`config.mk`:
```
export PLATFORM = sky130hd
export DESIGN_NAME = config_word_decode_and_protect
export DESIGN_NICKNAME = d
export VERILOG_FILES = /design/src/config_pkg.sv /design/src/config_word_decode_and_protect.sv
export SDC_FILE = /design/constraint.sdc
export NUM_CORES = 1
export LEC_CHECK = 0
export BUFFER_PORTS_ARGS = -buffer_cell sky130_fd_sc_hd__buf_2
export CAP_MARGIN = 20
export CORE_UTILIZATION = 25
export DETAILED_ROUTE_END_ITERATION = 6
export GPL_TIMING_DRIVEN = 0
export PLACE_DENSITY = 0.43
export SKIP_LAST_GASP = 1
export SLEW_MARGIN = 10
export SYNTH_ARGS = -nofsm -noshare
export SYNTH_HDL_FRONTEND = slang
export SYNTH_SLANG_ARGS = --single-unit
```
`constraint.sdc`:
```
create_clock -name clk -period 2.1 [get_ports clk]
set_input_delay 0.315 -clock clk [delete_from_list [all_inputs] [get_ports clk]]
set_output_delay 0.315 -clock clk [all_outputs]
set_load 0.01 [all_outputs]
```
`src/config_pkg.sv`:
```
// Purpose: shared constants and carriers for configuration decode
// Assumes: 32-bit AXI4-Lite register bus, 20-bit byte addresses
// Notes: register index times four gives the byte address
package config_pkg;

	localparam int ADDR_W = 20;
	localparam int DATA_W = 32;
	localparam int WORD_W = 14;
	localparam int IDX_W = 18;

	// register indices; byte address is four times the index
	localparam logic [17:0] IDX_USER_ID0 = 18'h0_8000;
	localparam logic [17:0] IDX_USER_ID3 = 18'h0_8003;
	localparam logic [17:0] IDX_PART_IDENTITY = 18'h0_8006;
	localparam logic [17:0] IDX_CFG_WORD1 = 18'h0_8007;
	localparam logic [17:0] IDX_CFG_WORD2 = 18'h0_8008;
	localparam logic [17:0] IDX_NV_WORD1 = 18'h0_8010;
	localparam logic [17:0] IDX_NV_WORD2 = 18'h0_8011;
	localparam logic [17:0] IDX_CONTROL = 18'h0_8012;
	localparam logic [17:0] IDX_POWER_CONTROL = 18'h0_8013;
	localparam logic [17:0] IDX_SETTINGS = 18'h0_8014;

	localparam logic [13:0] WORD_BLANK = 14'h3FFF;
	localparam logic [13:0] CFG1_UNUSED_ONES = 14'h0100;
	localparam logic [13:0] CFG2_UNUSED_ONES = 14'h01EC;

	// first word fields
	localparam int CLK_MONITOR_BIT = 13;
	localparam int SWITCHOVER_BIT = 12;
	localparam int CLOCK_OUTPUT_PIN_SEL_N_BIT = 11;
	localparam int BROWNOUT_LSB = 9;
	localparam int CODE_PROTECT_N_BIT = 7;
	localparam int RESET_PIN_SEL_BIT = 6;
	localparam int POWERUP_SEL_N_BIT = 5;
	localparam int WATCHDOG_LSB = 3;
	localparam int OSC_LSB = 0;
	// second word fields
	localparam int LVP_BIT = 13;
	localparam int DEBUG_N_BIT = 12;
	localparam int LP_BROWNOUT_N_BIT = 11;
	localparam int BROWNOUT_TRIP_BIT = 10;
	localparam int STACK_RESET_BIT = 9;
	localparam int REG_CAP_N_BIT = 4;
	localparam int WRITE_PROTECT_LSB = 0;
	// part identity fields
	localparam int PART_CODE_W = 9;
	localparam int STEP_CODE_W = 5;

	// control and power control register bits
	localparam int CTRL_ERASE_BIT = 0;
	localparam int CTRL_RELOAD_BIT = 1;
	localparam int POWER_CONTROL_REGISTER_OVERFLOW_BIT = 0;
	localparam int POWER_CONTROL_REGISTER_UNDERFLOW_BIT = 1;

	// self-write protected ranges, last protected address
	localparam logic [14:0] WP_END_512 = 15'h01FF;
	localparam logic [14:0] WP_END_1K = 15'h03FF;
	localparam logic [14:0] WP_END_2K = 15'h07FF;
	localparam logic [14:0] WP_END_4K = 15'h0FFF;

	localparam logic [1:0] RESP_OKAY = 2'b00;
	localparam logic [1:0] RESP_SLVERR = 2'b10;

	typedef enum logic [2:0] {
		external_clock_high_power = 3'b111,
		external_clock_medium_power = 3'b110,
		external_clock_low_power = 3'b101,
		internal_oscillator = 3'b100,
		external_resistor_capacitor_mode = 3'b011,
		high_gain_crystal_mode = 3'b010,
		medium_gain_crystal_mode = 3'b001,
		low_power_crystal_mode = 3'b000
	} osc_mode_type;

	typedef enum logic [1:0] {
		mode_always_on = 2'b11,
		mode_run_only = 2'b10,
		mode_software = 2'b01,
		mode_off = 2'b00
	} enable_mode_type;

	typedef struct packed {
		logic [19:0] awaddr;
		logic awvalid;
		logic [31:0] wdata;
		logic [3:0] wstrb;
		logic wvalid;
		logic bready;
		logic [19:0] araddr;
		logic arvalid;
		logic rready;
	} axi_req_type;

	typedef struct packed {
		logic awready;
		logic wready;
		logic [1:0] bresp;
		logic bvalid;
		logic arready;
		logic [31:0] rdata;
		logic [1:0] rresp;
		logic rvalid;
	} axi_rsp_type;

	typedef struct packed {
		logic clock_monitor_enable;
		logic two_speed_switchover_enable;
		logic clock_output_drive;
		logic clock_output_pin_gpio;
		osc_mode_type osc_mode;
		logic crystal_mode;
		logic brownout_run_enable;
		logic brownout_sleep_enable;
		logic watchdog_run_enable;
		logic watchdog_sleep_enable;
		logic code_protect_active;
		logic reset_pin_external;
		logic reset_pin_pullup_enable;
		logic powerup_delay_enable;
		logic low_voltage_programming_enable;
		logic debugger_pins_dedicated;
		logic low_power_brownout_enable;
		logic brownout_trip_low;
		logic stack_fault_reset_enable;
		logic regulator_capacitor_enable;
	} settings_type;

endpackage : config_pkg

```
`src/config_word_decode_and_protect.sv`:
```
// Purpose: hold and decode configuration words, gate external and
//   self-write access, report stack faults
// Assumes: one 40 MHz clock, synchronous active-high reset
// Notes: decoded words change only at reset or on a reload command; software enable bits follow live
//
// Local design decision: register access over AXI4-Lite.
`timescale 1ns/1ps

// Notes on behaviour
// - first configuration word at 8007h, second at 8008h, fourteen bits each.
// - unimplemented bits read one; blank or erased bits are all one.
// - first word bit 13 set enables the fail-safe clock monitor.
// - first word bit 12 set enables internal/external clock switchover.
// - crystal modes ignore clock output bit; else cleared drives clock out.
// - brown-out field: 11 on, 10 run only, 01 software bit, 00 off.
// - cleared code protect blocks external access; external reads return zero.
// - reset pin bit ignored under low-voltage programming; else reset or input.
// - cleared power-up bit enables the power-up delay.
// - watchdog field: 11 on, 10 run only, 01 software bit, 00 off.
// - oscillator field selects external clock, internal, RC or crystal.
// - low-voltage bit allows low-voltage entry; else high voltage needed.
// - cleared debugger bit dedicates programming pins to the debugger.
// - cleared low-power brown-out bit enables the low-power detector.
// - brown-out trip select set picks low trip point, cleared high.
// - stack reset bit set makes stack overflow or underflow reset.
// - regulator capacitor enabled by cleared bit, only on regulator variant.
// - small part self-write protect: none, to 1FFh, to 3FFh, to 7FFh.
// - large part self-write protect: none, to 1FFh, to 7FFh, to FFFh.
// - four user identification words at 8000h-8003h, readable and writable.
// - identity word at 8006h: part code bits 13-5, step bits 4-0.
// - stack fault sets overflow or underflow flag; reset when enabled.
module config_word_decode_and_protect #(
	parameter bit LARGE_FLASH = 1'b0,
	parameter bit REGULATOR_PRESENT = 1'b1,
	// arbitrary identity values
	parameter logic [8:0] PART_CODE = 9'h0A5,
	parameter logic [4:0] STEP_CODE = 5'h01
) (
	input logic clk,
	input logic srst,
	input config_pkg::axi_req_type axi_req,
	output config_pkg::axi_rsp_type axi_rsp,
	input logic software_brownout_enable,
	input logic software_watchdog_enable,
	input logic reset_pin_pullup_bit,
	input logic stack_overflow_event,
	input logic stack_underflow_event,
	output logic stack_fault_reset,
	input logic ext_read_valid,
	input logic [13:0] ext_read_data_raw,
	output logic [13:0] ext_read_data,
	input logic ext_write_request,
	output logic ext_write_allowed,
	input logic self_write_request,
	input logic [14:0] self_write_address,
	output logic self_write_allowed,
	input logic external_reset_pin_high_voltage,
	input logic low_voltage_entry_pin,
	output logic programming_entry_allowed,
	output config_pkg::settings_type settings
);
	import config_pkg::*;

	typedef struct packed {
		logic aw_have;
		logic [17:0] aw_idx;
		logic w_have;
		logic [31:0] wdata;
		logic [3:0] wstrb;
		logic bvalid;
		logic [1:0] bresp;
		logic rvalid;
		logic [31:0] rdata;
		logic [1:0] rresp;
		logic [13:0] nv_word1;
		logic [13:0] nv_word2;
		logic [3:0][13:0] user_id;
		logic [13:0] active_word1;
		logic [13:0] active_word2;
		logic overflow_flag;
		logic underflow_flag;
		logic stack_fault_reset;
		logic [13:0] ext_read_data;
		logic hv_meta;
		logic hv_sync;
		logic lv_meta;
		logic lv_sync;
		logic programming_entry_allowed;
		settings_type settings;
	} state_type;

	state_type s_q;
	state_type s_d;
	logic wp_on;
	logic [14:0] wp_end;

	function automatic logic [13:0] merge14(input logic [13:0] old,
		input logic [31:0] data, input logic [3:0] strb);
		logic [13:0] r;
		r = old;
		if (strb[0])
		begin
			r[7:0] = data[7:0];
		end
		if (strb[1])
		begin
			r[13:8] = data[13:8];
		end
		return r;
	endfunction : merge14

	// two-bit enable field to run and sleep enables
	function automatic logic [1:0] mode_decode(input logic [1:0] field,
		input logic sw_bit);
		logic [1:0] r;
		r = 2'b00;
		unique case (enable_mode_type'(field))
			mode_always_on: r = 2'b11;
			mode_run_only: r = 2'b10;
			mode_software: r = {sw_bit, sw_bit};
			mode_off: r = 2'b00;
		endcase
		return r;
	endfunction : mode_decode

	function automatic settings_type decode(input logic [13:0] w1,
		input logic [13:0] w2, input logic sw_bor, input logic sw_wdt,
		input logic pullup_bit);
		settings_type r;
		logic [1:0] bor;
		logic [1:0] wdt;
		r = '0;
		bor = mode_decode(w1[BROWNOUT_LSB +: 2], sw_bor);
		wdt = mode_decode(w1[WATCHDOG_LSB +: 2], sw_wdt);
		r.clock_monitor_enable = w1[CLK_MONITOR_BIT];
		r.two_speed_switchover_enable = w1[SWITCHOVER_BIT];
		r.osc_mode = osc_mode_type'(w1[OSC_LSB +: 3]);
		r.crystal_mode = (r.osc_mode == high_gain_crystal_mode) ||
			(r.osc_mode == medium_gain_crystal_mode) ||
			(r.osc_mode == low_power_crystal_mode);
		// crystal modes keep the pin for the oscillator
		r.clock_output_drive = !r.crystal_mode &&
			!w1[CLOCK_OUTPUT_PIN_SEL_N_BIT];
		r.clock_output_pin_gpio = !r.crystal_mode &&
			w1[CLOCK_OUTPUT_PIN_SEL_N_BIT];
		r.brownout_run_enable = bor[1];
		r.brownout_sleep_enable = bor[0];
		r.watchdog_run_enable = wdt[1];
		r.watchdog_sleep_enable = wdt[0];
		r.code_protect_active = !w1[CODE_PROTECT_N_BIT];
		r.low_voltage_programming_enable = w2[LVP_BIT];
		if (w2[LVP_BIT])
		begin
			// select bit ignored, pin stays an external reset
			r.reset_pin_external = 1'b1;
			r.reset_pin_pullup_enable = 1'b1;
		end
		else
		begin
			r.reset_pin_external = w1[RESET_PIN_SEL_BIT];
			r.reset_pin_pullup_enable = w1[RESET_PIN_SEL_BIT] ||
				pullup_bit;
		end
		r.powerup_delay_enable = !w1[POWERUP_SEL_N_BIT];
		r.debugger_pins_dedicated = !w2[DEBUG_N_BIT];
		r.low_power_brownout_enable = !w2[LP_BROWNOUT_N_BIT];
		r.brownout_trip_low = w2[BROWNOUT_TRIP_BIT];
		r.stack_fault_reset_enable = w2[STACK_RESET_BIT];
		r.regulator_capacitor_enable = REGULATOR_PRESENT &&
			!w2[REG_CAP_N_BIT];
		return r;
	endfunction : decode

	// self-write protected range from the active second word
	always_comb
	begin
		wp_on = 1'b1;
		wp_end = WP_END_512;
		unique case (s_q.active_word2[WRITE_PROTECT_LSB +: 2])
			2'b11: wp_on = 1'b0;
			2'b10: wp_end = WP_END_512;
			2'b01: wp_end = LARGE_FLASH ? WP_END_2K : WP_END_1K;
			2'b00: wp_end = LARGE_FLASH ? WP_END_4K : WP_END_2K;
		endcase
	end

	always_comb
	begin
		logic [17:0] ridx;
		logic [13:0] rword;
		logic rok;
		logic clr_ovf;
		logic clr_unf;
		ridx = axi_req.araddr[19:2];
		rword = '0;
		rok = 1'b1;
		clr_ovf = 1'b0;
		clr_unf = 1'b0;
		s_d = s_q;
		s_d.stack_fault_reset = 1'b0;

		// programmer pins are asynchronous: two flops before any use
		s_d.hv_meta = external_reset_pin_high_voltage;
		s_d.hv_sync = s_q.hv_meta;
		s_d.lv_meta = low_voltage_entry_pin;
		s_d.lv_sync = s_q.lv_meta;
		s_d.programming_entry_allowed = s_q.hv_sync ||
			(s_q.settings.low_voltage_programming_enable &&
			s_q.lv_sync);

		// write address and data are taken in either order
		if (axi_req.awvalid && !s_q.aw_have)
		begin
			s_d.aw_have = 1'b1;
			s_d.aw_idx = axi_req.awaddr[19:2];
		end
		if (axi_req.wvalid && !s_q.w_have)
		begin
			s_d.w_have = 1'b1;
			s_d.wdata = axi_req.wdata;
			s_d.wstrb = axi_req.wstrb;
		end
		if (s_q.bvalid && axi_req.bready)
		begin
			s_d.bvalid = 1'b0;
		end
		// a held pair executes only once the previous response is gone
		if (s_q.aw_have && s_q.w_have && !s_q.bvalid)
		begin
			s_d.aw_have = 1'b0;
			s_d.w_have = 1'b0;
			s_d.bvalid = 1'b1;
			s_d.bresp = RESP_OKAY;
			if (s_q.aw_idx >= IDX_USER_ID0 && s_q.aw_idx <= IDX_USER_ID3)
			begin
				s_d.user_id[s_q.aw_idx[1:0]] = merge14(
					s_q.user_id[s_q.aw_idx[1:0]], s_q.wdata,
					s_q.wstrb);
			end
			else
			begin
				case (s_q.aw_idx)
					// live words and identity ignore writes
					IDX_PART_IDENTITY, IDX_CFG_WORD1, IDX_CFG_WORD2,
					IDX_SETTINGS: s_d.bresp = RESP_OKAY;
					IDX_NV_WORD1: s_d.nv_word1 = merge14(s_q.nv_word1,
						s_q.wdata, s_q.wstrb) | CFG1_UNUSED_ONES;
					IDX_NV_WORD2: s_d.nv_word2 = merge14(s_q.nv_word2,
						s_q.wdata, s_q.wstrb) | CFG2_UNUSED_ONES;
					IDX_CONTROL:
					begin
						if (s_q.wstrb[0] && s_q.wdata[CTRL_ERASE_BIT])
						begin
							s_d.nv_word1 = WORD_BLANK;
							s_d.nv_word2 = WORD_BLANK;
							for (int i = 0; i < 4; i++)
							begin
								s_d.user_id[i] = WORD_BLANK;
							end
						end
						// reload acts as the reset-time load
						if (s_q.wstrb[0] && s_q.wdata[CTRL_RELOAD_BIT])
						begin
							s_d.active_word1 = s_d.nv_word1;
							s_d.active_word2 = s_d.nv_word2;
						end
					end
					IDX_POWER_CONTROL:
					begin
						clr_ovf = s_q.wstrb[0] &&
							s_q.wdata[POWER_CONTROL_REGISTER_OVERFLOW_BIT];
						clr_unf = s_q.wstrb[0] &&
							s_q.wdata[POWER_CONTROL_REGISTER_UNDERFLOW_BIT];
					end
					default: s_d.bresp = RESP_SLVERR;
				endcase
			end
		end

		// read channel
		if (ridx >= IDX_USER_ID0 && ridx <= IDX_USER_ID3)
		begin
			rword = s_q.user_id[ridx[1:0]];
		end
		else
		begin
			case (ridx)
				IDX_PART_IDENTITY: rword = {PART_CODE, STEP_CODE};
				IDX_CFG_WORD1: rword = s_q.active_word1 |
					CFG1_UNUSED_ONES;
				IDX_CFG_WORD2: rword = s_q.active_word2 |
					CFG2_UNUSED_ONES;
				IDX_NV_WORD1: rword = s_q.nv_word1;
				IDX_NV_WORD2: rword = s_q.nv_word2;
				IDX_CONTROL: rword = '0;
				IDX_POWER_CONTROL: rword = {12'h000, s_q.underflow_flag,
					s_q.overflow_flag};
				IDX_SETTINGS: rword = '0;
				default: rok = 1'b0;
			endcase
		end
		if (s_q.rvalid && axi_req.rready)
		begin
			s_d.rvalid = 1'b0;
		end
		// a new read waits until the pending answer is taken
		if (axi_req.arvalid && !s_q.rvalid)
		begin
			s_d.rvalid = 1'b1;
			s_d.rresp = rok ? RESP_OKAY : RESP_SLVERR;
			s_d.rdata = {18'h0_0000, rword};
			if (ridx == IDX_SETTINGS)
			begin
				s_d.rdata = 32'(s_q.settings);
			end
		end

		// stack faults: event beats a clear in the same cycle
		s_d.overflow_flag = (s_q.overflow_flag && !clr_ovf) ||
			stack_overflow_event;
		s_d.underflow_flag = (s_q.underflow_flag && !clr_unf) ||
			stack_underflow_event;
		s_d.stack_fault_reset = s_q.settings.stack_fault_reset_enable &&
			(stack_overflow_event || stack_underflow_event);

		// external reads see zeros while protected
		if (ext_read_valid)
		begin
			s_d.ext_read_data = s_q.settings.code_protect_active ?
				14'h0000 : ext_read_data_raw;
		end

		// software enable bits follow live; the words change only at reset or on reload
		s_d.settings = decode(s_q.active_word1, s_q.active_word2,
			software_brownout_enable, software_watchdog_enable,
			reset_pin_pullup_bit);
	end

	always_ff @(posedge clk)
	begin
		if (srst)
		begin
			s_q <= '0;
			// blank image, as after a bulk erase
			s_q.nv_word1 <= WORD_BLANK;
			s_q.nv_word2 <= WORD_BLANK;
			s_q.user_id <= {4{WORD_BLANK}};
			s_q.active_word1 <= WORD_BLANK;
			s_q.active_word2 <= WORD_BLANK;
		end
		else
		begin
			s_q <= s_d;
		end
	end

	assign axi_rsp.awready = !s_q.aw_have;
	assign axi_rsp.wready = !s_q.w_have;
	assign axi_rsp.bvalid = s_q.bvalid;
	assign axi_rsp.bresp = s_q.bresp;
	assign axi_rsp.arready = !s_q.rvalid;
	assign axi_rsp.rvalid = s_q.rvalid;
	assign axi_rsp.rdata = s_q.rdata;
	assign axi_rsp.rresp = s_q.rresp;

	assign stack_fault_reset = s_q.stack_fault_reset;
	assign ext_read_data = s_q.ext_read_data;
	// write gates answer in the same cycle as the request; programming entry is registered
	assign ext_write_allowed = ext_write_request &&
		!s_q.settings.code_protect_active;
	assign self_write_allowed = self_write_request &&
		!(wp_on && self_write_address <= wp_end);
	assign programming_entry_allowed = s_q.programming_entry_allowed;
	assign settings = s_q.settings;

endmodule : config_word_decode_and_protect

```
### Yosys cells after proc, flatten, opt, wreduce, memory -nomap -nowiden

Cells that the tools add are included.

| word-level totals | value |
|---|---|
| register bits after elaboration | 230 |
| bits of input ports | 122 |
| word-level logic and storage cells | 201 |

| operators by class | value |
|---|---|
| $lt $le $gt $ge | 8 |
| eq/ne operators | 30 |
| multiplexer cells | 47 |
| bitwise operators | 1 |
| reduce and logical (&&, ||, !) cells | 64 |

Operator list:

| kind | number |
|---|---|
| == test 18 x 16 -> 1 bit, second input constant | 16 |
| two-way mux 84 bit | 2 |
| one-hot mux 14 bit (6 select lines) | 1 |
| two-way mux 14 bit | 5 |
| binary-select mux 14 bit (select 2 bit) | 2 |
| bitwise mux 56 bit | 1 |
| two-way mux 56 bit | 1 |
| one-hot mux 14 bit (2 select lines) | 2 |
| >= comparator 18 x 16 -> 1 bit, second input constant | 2 |
| <= comparator 18 x 16 -> 1 bit, second input constant | 2 |
| two-way mux 35 bit | 1 |
| two-way mux 8 bit | 4 |
| two-way mux 6 bit | 5 |
| demux 14 bit (select 2 bit) | 1 |
| two-way mux 28 bit | 1 |
| two-way mux 22 bit | 1 |
| one-hot mux 11 bit (2 select lines) | 1 |
| logical AND 1 bit | 21 |
| AND reduction 4 bit | 5 |
| one-hot mux 2 bit (4 select lines) | 2 |
| OR reduction 8 bit | 2 |
| <= comparator 15 x 11 -> 1 bit | 1 |
| logical NOT 1 bit | 15 |
| nonzero test 2 bit | 6 |
| 17 further kinds | 50 |

### Longest topological paths before layout

| depth | value |
|---|---|
| depth after elaboration | 7 |
| depth in mapped cells | 9 |
| depth with buffers taken out | 6 |

### Worst setup path before layout

Ideal clock, no wire load.

| timing path | value |
|---|---|
| kind | reg2reg |
| start | reg s_q[231] (netlist name) |
| end | reg s_q[93] (netlist name) |
| data arrival time | 1.874 ns |
| required time | 1.971 ns |
| path slack | 0.096 ns |
| stages on the path, launching flop included | 7 |
| path buffers | 2 |
| clock period less this slack | 2.004 ns |
| cells stage by stage | dfxtp_1 buf_2 buf_2 mux4_2 mux2_2 a21oi_1 mux2i_1 |

| between the ends | value |
|---|---|
| cells in the longest elaborated chain, start to end | 7 |
| elaborated cells between the ends (all ways) | 19 |
| those cells by class | order compare: 4; eq/ne: 1; mux: 9; reduce/logical: 5 |

RTL lines:

| item | RTL line | source |
|---|---|---|
| from (decl) | config_word_decode_and_protect.sv:92 | `state_type s_q;` |
| parallel branches: the longest is 7 deep, another holds >= comparator 18 x 16 -> 1 bit | -- |  |

Several ways; the timed one is not identified. The select of a mux whose other input is x is not followed.
A chain may end at the register's enable or synchronous reset.

### Final worst setup path

| timing path | value |
|---|---|
| start | reg s_q[44] (netlist name) |
| end | out self_write_allowed |

| between the ends | value |
|---|---|
| cells in the longest elaborated chain, start to end | 6 |
| elaborated cells between the ends (all ways) | 9 |
| those cells by class | order compare: 1; eq/ne: 2; mux: 2; reduce/logical: 4 |

RTL lines:

| item | RTL line | source |
|---|---|---|
| == test 2 x 1 -> 1 bit / logical NOT 2 bit (equally long branches) | config_word_decode_and_protect.sv:179 | `unique case (s_q.active_word2[WRITE_PROTECT_LSB +: 2])` |
| one-hot mux 11 bit (2 select lines) | config_word_decode_and_protect.sv:179 |  |
| <= comparator 15 x 11 -> 1 bit | config_word_decode_and_protect.sv:372 | `!(wp_on && self_write_address <= wp_end);` |
| logical AND 1 bit * | config_word_decode_and_protect.sv:372 |  |
| logical NOT 1 bit * | config_word_decode_and_protect.sv:372 |  |
| logical AND 1 bit * | config_word_decode_and_protect.sv:371 | `assign self_write_allowed = self_write_request &&` |
| to (decl) | config_word_decode_and_protect.sv:56 | `output logic self_write_allowed,` |

Every way passes the cells marked *; elsewhere a longest branch is shown, timed or not.

==> flow_summary.yaml <==
worst_hold_path:
  hold_path_end: "s_q[238]"
  min_delay_path_depth: 3
  hp-class: "input port to flip-flop"
  min-delay-start: "axi_req[70]"
floorplanning:
  initial_core_util: 0.2538
  die_x_um: 200.3
  rows: 72
  core_mm2: 0.03874
  ios: 203
  die-height_um: 200.3
  dieArea_mm2: 0.04012
sta:
  fin_skew_ns: 0.01303
  maxSlewViolCount: 0
  fmax_ghz: 0.4507
  slew_headroom: 0.3663
  hold_violations: 0
  tightestPinTransition_ns: 0.9432
  rsz0062_at_grt: "true"
  layout_setup_ws_ns: -0.1185
  timing.final.crit_share: 1.056
  finalSetupViolCount: 11
  fin_crit_ns: 2.219
global_route:
  grt_pass1_wl_um: 54510
  first_global_vias: 8950
  overflow: 0
  track_usage: 0.1753
  antenna_found_initial: 1
  grt_max_degree: 12
finish:
  instances_no_fill: 1893
  fin_nets: 1482
  drive_gt1_frac: 0.3304
  final_core_util: 0.3340
  register_area_mm2: 0.004134
  multi_input_area_mm2: 0.005076
  syn_to_final_growth_pct: 31.63
  fillers: 4122
critical_path:
  r2r_cells: 9
  cp_slowest_cell: "dfxtp_4"
  regToRegEndpoint: "s_q[72]"
  required_ns: 1.78
  slowest_delay_ns: 0.34
  rr_startpoint: "s_q[244]"
  crit_chain: "or2_4 -> ha_4 -> nand3_2 -> nor3_2 -> o21ai_1 -> and2_1 -> buf_2"
  crit_buf_inv: 1
  cp.arrival_ns: 1.90
  crit_fanout: 2
  r2r_setup_slack_ns: -0.03
  startpoint_type: "flip-flop"
  cp.depth: 7
  critical_path.top_delay_family: "simple AND/OR/NAND/NOR gates"
  critPathKind: "flip-flop to output port"
  endpoint_kind: "output port"
routing:
  dr_wl_met3_um: 1698
  viasPerCell: 4.762
  via_count: 9014
  route.detailed.drc: 0
  drt_iter0_drc: 512
  wire_per_inst_um: 19.07
  drt-pass1-iter-count: 5
  wl_met1_um: 16040
  route.met2.wl_um: 17380
  drtAntennaViolNets: 0
  route.final.wire_length_um: 36100
  highest_layer: "met5"
clocking:
  cts_buffers: 25
  numClockSinks: 206
  cts.clk_slew.worst_paths_ns: 0.06
  clock_latency_ns: 0.52
  cts_root_buffer: "clkbuf_16"
  h-tree-depth: 1
  cts_buffer_depth: 3
  cts_tree: "done"
logic_synthesis:
  postSynthCellCount: 1130
  synth_edf_count: 0
  synth_ff_type: "dfxtp_1"
  yosysSeqAreaShare: 0.4195
  async_flop_share: 0
  syn_avg_cell_area_um2: 8.700
  synth_warnings: 0
  synth.distinct_cells: 66
  synth_seq_cells: 206
  synth_area_mm2: 0.009831
flow_run:
  max_cap_viol_count: 0
pwr:
  peakVddDrop_mv: 0.4253
  p_leak_nw: 5.143
  p_per_area_mw_per_mm2: 705.4
  p_total_mw: 9.128
run_status:
  outcome: "finished, violations left"
  violations: "negative setup slack"
placed_design:
  io_buffers: 163
  place.gp.congestion: 0.8207
  dpl_worst_slack_ns: -0.6601
  hpwl_um: 26940
  placed_cells: 1822
registers in the layout, indices dropped and copies added, names as in the netlist:
signal and cells:
programming_entry_allowed 1, s_d 10, ext_read_data 14, s_q 132, stack_fault_reset 1, axi_rsp 26, settings 22
worst min-delay path, delay by kind of cell:
family / cells / cell delay (ns)
buffers and inverters: 1 / 0.09
and+or+nand+nor: 1 / 0.05
AOI/OAI and AO/OA: 1 / 0.05
worst max-delay path by stage:
stage | start | endpoint | slack (ns)
6_report | s_q[44] | self_write_allowed | -0.12
5_1_grt | s_q[44] | self_write_allowed | -0.18
4_1_cts | s_q[45] | self_write_allowed | -0.15
3_5_place_dp | axi_req[4] | axi_rsp[15] | -0.66
3_3_place_gp | axi_req[4] | axi_rsp[15] | -0.65
2_1_floorplan | s_q[231] | s_q[93] | 0.1
through the flow:
step	hold WS [ns]	area (um2)	TNS (ns)
after floorplan	0.4118	9872	0
after global placement	0.4243	11340	-35.85
after detailed placement	0.4273	11340	-36.96
after CTS	0.01536	12400	-0.3128
after global routing	0.03283	12940	-3.137
final	0.03082	12940	-0.3205
layout make-up:
type | instances | area share
Clock buffer | 39 | 0.05782
Timing Repair Buffer | 194 | 0.09157
Sequential cell | 206 | 0.3195
Inverter | 20 | 0.005802
Buffer | 152 | 0.08093
Antenna cell | 1 | 0.0001934
Multi-Input combinational cell | 759 | 0.3923
Tap cell | 518 | 0.05009
Clock inverter | 4 | 0.001837
synth_stat cells (19+ instances only):
cell      number  area, um2
dfxtp_1      206       4124
a21oi_1      135      675.7
nand2_1      107      401.6
nor2_1       100      375.4
nor3_1        93      465.5
buf_4         78      585.6
clkbuf_1      49      183.9
o21ai_0       46      230.2
nor2b_1       34      212.7
mux4_2        26      585.6
mux2i_1       24      240.2
buf_2         22      110.1
inv_1         19      71.32
metal layers:
| metal | track usage | vias to the layer above |
|---|---|---|
| met4 | 0.04362 | 2 |
| met5 | 0 | - |
| li1 | - | 4410 |
| met2 | 0.3028 | 247 |
| met1 | 0.2274 | 4298 |
| met3 | 0.02668 | 57 |
cell usage in the layout, fill, tap and decap left out, drive strengths merged, types with 26 or more instances in the layout:
master | Yosys | layout
nor3 | 96 | 96
dfxtp | 206 | 206
o21ai | 47 | 47
nor2 | 101 | 101
a21oi | 141 | 141
nor2b | 34 | 34
nand2 | 107 | 107
mux4 | 26 | 26
clkbuf | 49 | 89
buf | 107 | 296
logic make-up after synthesis:
kind of cell / count (synthesis) / share of synthesized area
AND/OR/NAND/NOR: 413 / 0.2109
multiplexers: 64 / 0.1000
flip-flops: 206 / 0.4195
buffers and inverters: 176 / 0.1013
adder cells (fa/ha/maj): 2 / 0.002545
XOR/XNOR: 1 / 0.0008911
AO/OA/AOI/OAI: 267 / 0.1644
other: 1 / 0.0003815
report_power, final:
group | switching [mW] | total (mW) | internal [mW]
Sequential | 0.0730 | 4.07 | 4.00
Combinational | 0.580 | 0.970 | 0.390
Clock | 1.66 | 4.08 | 2.42
Total | 2.31 | 9.13 | 6.81
repair_timing:
action,4_1_cts,5_1_grt
setup buffers,15,11
endpoints found under the hold margin,0,0
hold buffers,0,0
setup endpoints to repair,103,101
pin swaps,19,25
cloned,0,5
resized for setup,48,101
Note: power is estimated with default switching activity, not from simulation.
